## config.mk

```make
export PLATFORM = sky130hd
export DESIGN_NAME = cis_sequencer
export DESIGN_NICKNAME = d
export VERILOG_FILES = /design/src/verilog/cis_pkg.sv /design/src/verilog/cis_sequencer.sv
export SDC_FILE = /design/constraint.sdc
export NUM_CORES = 1
export LEC_CHECK = 0
export ABC_AREA = 1
export CORE_UTILIZATION = 55
export CTS_CLUSTER_SIZE = 8
export DETAILED_ROUTE_END_ITERATION = 8
export DONT_BUFFER_PORTS = 1
export GPL_ROUTABILITY_DRIVEN = 0
export PLACE_DENSITY_LB_ADDON = 0.25
export SYNTH_ARGS = -nofsm -noshare
export SYNTH_HDL_FRONTEND = slang
export SYNTH_SLANG_ARGS = --single-unit
export TNS_END_PERCENT = 5
```

## constraint.sdc

```tcl
create_clock -name clk -period 4.25 [get_ports clk]
set_input_delay 0.2125 -clock clk [delete_from_list [all_inputs] [get_ports clk]]
set_output_delay 0.2125 -clock clk [all_outputs]
set_load 0.01 [all_outputs]
```

## src/verilog/cis_pkg.sv

```systemverilog
// constants for the interrupt and reset vectoring sequencer
// assumes a single cpu clock domain and word-addressed program memory
`default_nettype none
package cis_pkg;
   // ***********************************
   // sizes
   // ***********************************
   localparam int NUM_SRC   = 8;
   localparam int PC_W      = 16;
   localparam int ADDR_W    = 4;
   localparam int DATA_W    = 8;
   // ***********************************
   // register map, word indices
   // ***********************************
   localparam logic [3:0] ADDR_STATUS  = 4'h0;  // global enable in bit 7
   localparam logic [3:0] ADDR_CTRL    = 4'h1;  // relocate bit 1
   localparam logic [3:0] ADDR_ENABLE  = 4'h2;
   localparam logic [3:0] ADDR_FLAGS   = 4'h3;  // write one to clear
   localparam logic [3:0] ADDR_KIND    = 4'h4;  // 1 = flag source, 0 = level
   localparam logic [3:0] ADDR_STATE   = 4'h5;  // sequencer step counter readback
   localparam int GIE_BIT   = 7;
   localparam int RELOC_BIT = 1;
   localparam logic [7:0] KIND_RESET = 8'hFF;
   // ***********************************
   // vectors and timing
   // ***********************************
   localparam logic [15:0] BOOT_START_RESET = 16'hF000;
   localparam logic [15:0] VEC_STRIDE       = 16'h0002;
   localparam int ENTRY_CYCLES  = 5;
   localparam int WAKE_EXTRA    = 5;
   localparam int RETURN_CYCLES = 5;
   typedef enum logic [2:0] {S_RUN, S_WAKE, S_ENTRY, S_RETURN} cis_state_t;
endpackage
`default_nettype wire

```

## src/verilog/cis_sequencer.sv

```systemverilog
// interrupt and reset vectoring logic beside a small cpu sequencer
// assumes the sequencer pulses instruction-boundary and opcode strobes on clk
`default_nettype none
module cis_sequencer
   import cis_pkg::*;
#(
   parameter logic [15:0] BOOT_START = cis_pkg::BOOT_START_RESET
)(
   input  wire  logic                          clk,
   input  wire  logic                          rst,
   input  wire  logic [cis_pkg::ADDR_W-1:0]    regAddr,
   input  wire  logic [cis_pkg::DATA_W-1:0]    regWrData,
   input  wire  logic                          regWr,
   input  wire  logic                          regRd,
   output logic       [cis_pkg::DATA_W-1:0]    regRdData,
   input  wire  logic [cis_pkg::NUM_SRC-1:0]   srcEvent,
   input  wire  logic                          instrBoundary,
   input  wire  logic                          disableInstr,
   input  wire  logic                          enableInstr,
   input  wire  logic                          returnInstr,
   input  wire  logic                          sleeping,
   input  wire  logic [cis_pkg::PC_W-1:0]      pc,
   input  wire  logic                          bootResetFuse,
   input  wire  logic                          appLockBit,
   input  wire  logic                          bootLockBit,
   output logic                                irqTake,
   output logic       [cis_pkg::PC_W-1:0]      vectorAddr,
   output logic                                seqBusy,
   output logic                                pushPc,
   output logic                                popPc,
   output logic                                spInc2
);
   import cis_pkg::*;

   // ***********************************
   // registers
   // ***********************************
   logic                  gie;
   logic                  reloc;
   logic [NUM_SRC-1:0]    enable;
   logic [NUM_SRC-1:0]    flags;
   logic [NUM_SRC-1:0]    kind;
   cis_state_t            state;
   logic [3:0]            count;
   logic                  holdOff;
   logic                  resetVecDone;
   logic                  pendingSel;
   logic [2:0]            selIdx;
   logic [NUM_SRC-1:0]    request;
   logic                  inBoot;
   logic                  lockBlock;
   logic                  mayTake;

   function automatic logic [2:0] lowestSet(input logic [NUM_SRC-1:0] v);
      lowestSet = 3'd0;
      for (int i = NUM_SRC - 1; i >= 0; i--) begin
         if (v[i]) begin
            lowestSet = 3'(i);
         end
      end
   endfunction

   function automatic logic [15:0] vecBase(input logic moved);
      vecBase = moved ? BOOT_START : 16'h0000;
   endfunction

   // ***********************************
   // request selection
   // ***********************************
   always_comb begin
      // flag sources use latched flag, level sources the live condition
      request   = ((flags & kind) | (srcEvent & ~kind)) & enable;
      inBoot    = (pc >= BOOT_START);
      // an app lock bars interrupts while running in app code, boot lock likewise
      lockBlock = (appLockBit & ~inBoot) | (bootLockBit & inBoot);
      pendingSel = |request;
      selIdx    = lowestSet(request);
      // disable instruction wins over a same-cycle request
      mayTake   = gie & ~disableInstr & ~holdOff & ~lockBlock
                & instrBoundary & (state == S_RUN) & resetVecDone;
   end

   // ***********************************
   // sequencer
   // ***********************************
   always_ff @(posedge clk or posedge rst) begin
      if (rst) begin
         state <= S_RUN;
         count <= 4'h0;
      end else begin
         case (state)
            S_RUN: begin
               if (mayTake && pendingSel) begin
                  state <= sleeping ? S_WAKE : S_ENTRY;
                  count <= 4'h0;
               end else if (returnInstr && instrBoundary) begin
                  state <= S_RETURN;
                  count <= 4'h0;
               end
            end
            S_WAKE: begin
               count <= count + 4'h1;
               if (count == 4'(WAKE_EXTRA - 1)) begin
                  state <= S_ENTRY;
                  count <= 4'h0;
               end
            end
            S_ENTRY, S_RETURN: begin
               count <= count + 4'h1;
               if (count == 4'(ENTRY_CYCLES - 1)) begin
                  state <= S_RUN;
                  count <= 4'h0;
               end
            end
            default: begin
               state <= S_RUN;
               count <= 4'h0;
            end
         endcase
      end
   end

   // one boundary must pass after return or enable before taking
   always_ff @(posedge clk or posedge rst) begin
      if (rst) begin
         holdOff <= 1'b0;
      end else if ((state == S_RETURN && count == 4'(RETURN_CYCLES - 1)) || enableInstr) begin
         holdOff <= 1'b1;
      end else if (instrBoundary && state == S_RUN) begin
         holdOff <= 1'b0;
      end
   end

   // ***********************************
   // global enable
   // ***********************************
   always_ff @(posedge clk or posedge rst) begin
      if (rst) begin
         gie <= 1'b0;
      end else if (mayTake && pendingSel) begin
         gie <= 1'b0;
      end else if (state == S_RETURN && count == 4'(RETURN_CYCLES - 1)) begin
         gie <= 1'b1;
      end else if (disableInstr) begin
         gie <= 1'b0;
      end else if (enableInstr) begin
         gie <= 1'b1;
      end else if (regWr && regAddr == ADDR_STATUS) begin
         gie <= regWrData[GIE_BIT];
      end
   end

   // ***********************************
   // flags, software registers
   // ***********************************
   always_ff @(posedge clk or posedge rst) begin
      if (rst) begin
         flags <= '0;
      end else begin
         for (int i = 0; i < NUM_SRC; i++) begin
            if (srcEvent[i] && kind[i]) begin
               flags[i] <= 1'b1;
            end else if (mayTake && pendingSel && selIdx == 3'(i)) begin
               flags[i] <= 1'b0;
            end else if (regWr && regAddr == ADDR_FLAGS && regWrData[i]) begin
               flags[i] <= 1'b0;
            end
         end
      end
   end

   always_ff @(posedge clk or posedge rst) begin
      if (rst) begin
         reloc  <= 1'b0;
         enable <= '0;
         kind   <= KIND_RESET;
      end else if (regWr) begin
         case (regAddr)
            ADDR_CTRL:   reloc  <= regWrData[RELOC_BIT];
            ADDR_ENABLE: enable <= regWrData;
            ADDR_KIND:   kind   <= regWrData;
            default:     reloc  <= reloc;
         endcase
      end
   end

   always_ff @(posedge clk or posedge rst) begin
      if (rst) begin
         regRdData <= '0;
      end else if (regRd) begin
         case (regAddr)
            ADDR_STATUS: regRdData <= {gie, 7'h00};
            ADDR_CTRL:   regRdData <= {6'h00, reloc, 1'b0};
            ADDR_ENABLE: regRdData <= enable;
            ADDR_FLAGS:  regRdData <= flags;
            ADDR_KIND:   regRdData <= kind;
            ADDR_STATE:  regRdData <= {4'h0, count};
            default:     regRdData <= '0;
         endcase
      end else begin
         regRdData <= '0;
      end
   end

   // ***********************************
   // outputs
   // ***********************************
   always_ff @(posedge clk or posedge rst) begin
      if (rst) begin
         resetVecDone <= 1'b0;
         vectorAddr   <= '0;
         irqTake      <= 1'b0;
      end else if (!resetVecDone) begin
         // reset vector issued first, it outranks everything
         resetVecDone <= 1'b1;
         vectorAddr   <= bootResetFuse ? BOOT_START : 16'h0000;
         irqTake      <= 1'b0;
      end else if (mayTake && pendingSel) begin
         // vector 0 is reset, source n sits at slot n+1
         vectorAddr <= vecBase(reloc) + VEC_STRIDE * 16'({13'h0, selIdx} + 16'h1);
         irqTake    <= 1'b1;
      end else begin
         irqTake <= 1'b0;
      end
   end

   always_ff @(posedge clk or posedge rst) begin
      if (rst) begin
         seqBusy <= 1'b0;
         pushPc  <= 1'b0;
         popPc   <= 1'b0;
         spInc2  <= 1'b0;
      end else begin
         seqBusy <= (state != S_RUN);
         pushPc  <= (state == S_ENTRY);
         popPc   <= (state == S_RETURN);
         spInc2  <= (state == S_RETURN && count == 4'h0);
      end
   end

   // ***********************************
   // checks
   // ***********************************
   a_take_needs_gie: assert property (@(posedge clk) disable iff (rst)
      irqTake |-> $past(gie) && !$past(disableInstr)) else $error("take without enable");
   a_entry_clears_gie: assert property (@(posedge clk) disable iff (rst)
      (mayTake && pendingSel) |=> !gie) else $error("enable kept on entry");
   a_entry_len: assert property (@(posedge clk) disable iff (rst)
      $rose(state == S_ENTRY) |-> (state == S_ENTRY) [*5] ##1 state == S_RUN)
      else $error("entry length wrong");
   a_wake_len: assert property (@(posedge clk) disable iff (rst)
      $rose(state == S_WAKE) |-> (state == S_WAKE) [*5] ##1 state == S_ENTRY)
      else $error("wake length wrong");
   a_return_sets: assert property (@(posedge clk) disable iff (rst)
      $rose(state == S_RETURN) |-> ##5 gie) else $error("return left enable off");
   a_flag_clear_one: assert property (@(posedge clk) disable iff (rst)
      (regWr && regAddr == ADDR_FLAGS && regWrData[0] && !srcEvent[0]) |=> !flags[0])
      else $error("flag not cleared");
   a_flag_hold: assert property (@(posedge clk) disable iff (rst)
      (srcEvent[0] && kind[0]) |=> flags[0]) else $error("flag lost");
   a_level_only: assert property (@(posedge clk) disable iff (rst)
      (!kind[0] && !srcEvent[0]) |-> !request[0]) else $error("level ghost");
   a_lock_block: assert property (@(posedge clk) disable iff (rst)
      lockBlock |-> !mayTake) else $error("lock ignored");
   a_boundary_hold: assert property (@(posedge clk) disable iff (rst)
      enableInstr |=> !mayTake) else $error("took before next instr");
   c_entry: cover property (@(posedge clk) mayTake && pendingSel);
   c_wake: cover property (@(posedge clk) state == S_WAKE);
   c_return: cover property (@(posedge clk) state == S_RETURN);
   c_relocated: cover property (@(posedge clk) irqTake && reloc);
   c_level_take: cover property (@(posedge clk) mayTake && pendingSel && !kind[selIdx]);

   // ***********************************
   // checks on the cpu-facing strobes and internal state
   // ***********************************
   // the strobe checks watch registered outputs, so a broken decode shows even if the
   // internal terms above still agree; later ones here check gie, flags, count and holdOff
   a_take_pulse: assert property (@(posedge clk) disable iff (rst)
      irqTake |=> !irqTake)
      else $error("take longer than one cycle");
   a_take_enters: assert property (@(posedge clk) disable iff (rst)
      irqTake |-> (state == S_ENTRY || state == S_WAKE))
      else $error("take without entry");
   a_push_len: assert property (@(posedge clk) disable iff (rst)
      $rose(pushPc) |-> pushPc [*5] ##1 !pushPc)
      else $error("push strobe length wrong");
   a_pop_len: assert property (@(posedge clk) disable iff (rst)
      $rose(popPc) |-> popPc [*5] ##1 !popPc)
      else $error("pop strobe length wrong");
   a_sp_with_pop: assert property (@(posedge clk) disable iff (rst)
      spInc2 |-> $rose(popPc))
      else $error("stack step outside return start");
   a_busy_entry: assert property (@(posedge clk) disable iff (rst)
      $rose(pushPc) |-> seqBusy)
      else $error("push while idle");
   a_no_take_busy: assert property (@(posedge clk) disable iff (rst)
      seqBusy |-> !irqTake)
      else $error("take while busy");
   a_take_boundary: assert property (@(posedge clk) disable iff (rst)
      irqTake |-> $past(instrBoundary))
      else $error("take off a boundary");
   a_take_unlocked: assert property (@(posedge clk) disable iff (rst)
      irqTake |-> !$past(lockBlock))
      else $error("take inside locked region");
   a_vec_low: assert property (@(posedge clk) disable iff (rst)
      (irqTake && !$past(reloc)) |-> (vectorAddr <= 16'(2 * NUM_SRC) && !vectorAddr[0]))
      else $error("vector outside low table");
   a_vec_reloc: assert property (@(posedge clk) disable iff (rst)
      (irqTake && $past(reloc)) |-> vectorAddr >= BOOT_START)
      else $error("vector not relocated");
   a_disable_now: assert property (@(posedge clk) disable iff (rst)
      (disableInstr && state == S_RUN) |=> !gie)
      else $error("disable not immediate");
   a_enable_sets: assert property (@(posedge clk) disable iff (rst)
      (enableInstr && !disableInstr && !(mayTake && pendingSel)) |=> gie)
      else $error("enable instruction ignored");
   a_status_write: assert property (@(posedge clk) disable iff (rst)
      (regWr && regAddr == ADDR_STATUS && regWrData[GIE_BIT] && !disableInstr
         && !(mayTake && pendingSel)) |=> gie)
      else $error("handler could not reopen enable");
   a_flags_latch: assert property (@(posedge clk) disable iff (rst)
      ((srcEvent & kind) != '0) |=> ((flags & $past(srcEvent & kind)) == $past(srcEvent & kind)))
      else $error("event not latched");
   a_hw_clear: assert property (@(posedge clk) disable iff (rst)
      (mayTake && pendingSel && !srcEvent[selIdx]) |=> !flags[$past(selIdx)])
      else $error("served flag left set");
   a_wake_no_push: assert property (@(posedge clk) disable iff (rst)
      (state == S_WAKE) |=> !pushPc)
      else $error("push during wake delay");
   a_count_bound: assert property (@(posedge clk) disable iff (rst)
      count <= 4'(ENTRY_CYCLES - 1))
      else $error("sequence counter overran");
   a_hold_after_ret: assert property (@(posedge clk) disable iff (rst)
      (state == S_RETURN && count == 4'(RETURN_CYCLES - 1)) |=> holdOff)
      else $error("no hold after return");
   a_hold_release: assert property (@(posedge clk) disable iff (rst)
      (holdOff && instrBoundary && state == S_RUN && !enableInstr
         && !(state == S_RETURN)) |=> !holdOff)
      else $error("hold never released");
   a_reset_vec: assert property (@(posedge clk) disable iff (rst)
      $rose(resetVecDone) |-> vectorAddr == ($past(bootResetFuse) ? BOOT_START : 16'h0000))
      else $error("reset vector wrong");
   a_reset_first: assert property (@(posedge clk) disable iff (rst)
      !resetVecDone |=> !irqTake)
      else $error("interrupt before reset vector");
   // read data must fall back to zero so a stale byte is never mistaken for an answer
   a_read_idle: assert property (@(posedge clk) disable iff (rst)
      !regRd |=> regRdData == '0)
      else $error("read data without a read");
endmodule // cis_sequencer
`default_nettype wire

```

==> flow_summary_export.csv <==
group,metric,value,unit
global_routing,grt_overflow,0,
sta,fin_setup_tns,0,ns
yosys,netlist_instances,338,
power,leakagePower,1.48,nW
sta,post-route-worst-setup-slack,2.37,ns
power,p_seq_share,44.9,%
global_routing,grt_pass1_wl,9730,um
sta,worstMarginPinSlew,1.06,ns
routing,remaining_drc_errors,0,
place,dpl_worst_slack,2.40,ns
yosys,yosysSeqAreaShare,47.8,%
routing,viasPerCell,5.25,
clock_network,clockBufferDepth,2,
final_layout,final_nets,393,
sta,max_freq,531,MHz
critical_path,path_buf_inv,0,
sta,fin_crit_sh,44.3,%
clock_network,cts.sinks,52,
final_layout,drive_gt1_share,12.6,%
worst_hold_path,hp-class,"in2reg",
die,die-area,0.00527,mm2
yosys,ys_seq_elements,52,
sta,maxSlewViolCount,0,
final_layout,diodes,0,
critical_path,crit_top_cell,"nand2_1",
power,clock_power_share,30.2,%
critical_path,cp_max_fo,5,
routing,ant_nets,0,
power,ir_drop,0.000278,V
yosys,yosysWarnings,0,
critical_path,cp-end-kind,"register",
final_layout,fill_cells,413,
yosys,yosysUniqueCellTypes,33,
sta,fin_worst_skew,0.00662,ns
die,die_h,72.6,um
yosys,synth_common_cells,"nand2_1 (99), dfrtp_1 (44), inv_1 (40)",
clock_network,clkLatencyLatePin,0.31,ns
place,port_buffers,0,
yosys,ys.flop_type,"dfrtp_1",
critical_path,cp_slowest_cell,"dfstp_2",
yosys,yosys.area.top_type_share,40.1,%
power,p_sw,0.000504,W
die,initial_utilization,57.7,%
routing,vias,2137,
place,hpwl,4270,um
routing,drt-initial-drc-count,145,
global_routing,grt_max_degree,53,
routing,routed_wl,5800,um
clock_network,cts_inserted_buffers,5,
place,dp.cells,398,
critical_path,crit_arrival,2.09,ns
die,core-area,0.00475,mm2
global_routing,grt_usage,24.7,%
final_layout,layout.cells.non_filler,407,
power,power.share.combinational,24.9,%
sta,max_slew_margin,29.5,%
critical_path,cpPeakStageDelay,0.57,ns
status,status,"finished, final reports clean",
sta,hold_viol_final,0,
yosys,syn_area,0.00274,mm2
critical_path,cp.required,4.46,ns
critical_path,cp_cell_sequence,"nand2_1, o211ai_1, nand2_1, a31o_2, nand2_1, nor2_1, ha_1, nand2_1, nand2_1",
power,power_density,526,mW/mm2
die,row_count,25,
clock_network,cts.clk_slew.worst_paths,0.10,ns
die,ioPinCount,77,
routing,drtPass1Iterations,4,
clock_network,h-tree-depth,2,
routing,wl_per_cell,14.3,um
job,cap_violations,0,
power,p_sw_share,32.8,%
power,finalPower,0.00153,W
critical_path,critPathKind,"reg2reg",
clock_network,cts_setup_buffers,0,
yosys,avgSynthCellArea,8.11,um2
yosys,ys_async_sr_fraction,100,%
sta,hold-worst-slack,0.00614,ns
yosys,yosys.area.top_type,"dfrtp_1",
sta,rsz0062_at_grt,"no",
critical_path,startpoint_type,"register",
die,die_w,72.6,um
sta,setup_violations,0,
global_routing,antenna_found_initial,0,
global_routing,grt_pass1_vias,2016,
yosys,synth_area_leaders,"dfrtp_1 (40%), nand2_1 (14%), dfstp_2 (7.7%)",
power,p_int,0.00103,W
final_layout,synthToLayoutAreaGrowth,6.43,%
yosys,yosysMostFrequentCell,"nand2_1",
sta,fin_crit,1.88,ns
yosys,synth_edf_count,0,
clock_network,ctsRootBufferMaster,"clkbuf_8",
clock_network,cts_tree,"built",
critical_path,cp_top_family,"simple AND/OR/NAND/NOR gates",
==> sequential cells by signal, summed over array words and instances, names as in the netlist <==
register / cells
count: 4
enable: 8
flags: 8
gie: 1
holdOff: 1
irqTake: 1
kind: 8
popPc: 1
pushPc: 1
regRdData: 8
reloc: 1
resetVecDone: 1
seqBusy: 1
spInc2: 1
state: 2
vectorAddr: 5
==> timing repair <==
action	in CTS	in global routing
gates resized for setup	0	0
hold buffers	1	0
hold endpoints to repair	2	0
==> placed cells by master, fill, tap and decap left out, drive strengths merged <==
cell / instances
dfstp: 8
a21oi: 8
a221oi: 3
inv: 46
a31o: 1
nor2: 27
a41oi: 1
o211a: 1
nand2: 105
o211ai: 9
dfrtp: 44
bufinv: 3
nand4: 1
dlygate4sd3: 1
o221ai: 1
a311oi: 1
ha: 6
clkinv: 1
o21ai: 37
nand3: 19
conb: 9
nor3: 2
clkbuf: 5
a31oi: 1
==> kinds of logic (layout without fill, tap and decap cells) <==
logic type / count (synthesis) / count (layout) / synth area share (%)
DFF: 52 / 52 / 47.8
adders and majority gates: 6 / 6 / 2.74
and+or+nand+nor: 154 / 154 / 24.2
AOI/OAI and AO/OA: 63 / 63 / 14.8
other: 2 / 9 / 0.274
buffers and inverters: 61 / 56 / 10.2
==> power groups by stage <==
stage          sequential [W]  clock, W  combinational, W
2_1_floorplan        0.000679         0          0.000319
3_3_place_gp         0.000694         0          0.000367
3_5_place_dp         0.000697         0          0.000381
4_1_cts              0.000688  0.000466          0.000385
5_1_grt              0.000704  0.000496          0.000450
6_report             0.000689  0.000463          0.000382
==> worst paths after layout <==
| path | from | endpoint | slack, ns | depth (start not counted) |
|---|---|---|---|---|
| worst max register to register | kind[3] | vectorAddr[3] | 2.37 | 9 |
| worst min register to register | holdOff | holdOff | 0.50 | 2 |
| min in group asynchronous | rst | enable[1] | 0.03 | 1 |
| worst min-delay path | regRd | regRdData[6] | 0.006 | 2 |
| max in group asynchronous | rst | flags[5] | 3.57 | 1 |
| worst max-delay path | kind[3] | vectorAddr[3] | 2.37 | 9 |
==> stage by stage <==
stage          util (%)  cell area, um2
3_3_place_gp       57.8            2750
4_1_cts            61.4            2920
5_1_grt            61.4            2920
2_1_floorplan         -            2770
3_5_place_dp       57.8            2750
6_report           61.4            2920
==> metal layers <==
metal  routed length (um)  part of all wire (%)  up-vias  GRT usage (%)
met5                    0                     0        -              0
met4                   72                   1.2        0           8.71
met3                  347                   6.0        9           6.91
met2                 2680                    46       62           36.4
li1                     -                     -     1067              -
met1                 2700                    47      999           34.8
==> layout make-up <==
class | instances | area (um2) | area share, %
flip-flops and latches | 52 | 1310 | 44.9
multi-input cells | 232 | 1180 | 40.4
inverters | 47 | 176 | 6.04
clock inverters | 3 | 90.1 | 3.09
well taps | 67 | 83.8 | 2.87
clock buffers | 5 | 68.8 | 2.36
repair buffers | 1 | 10.0 | 0.343
Note: power is estimated with default switching activity, not from simulation.
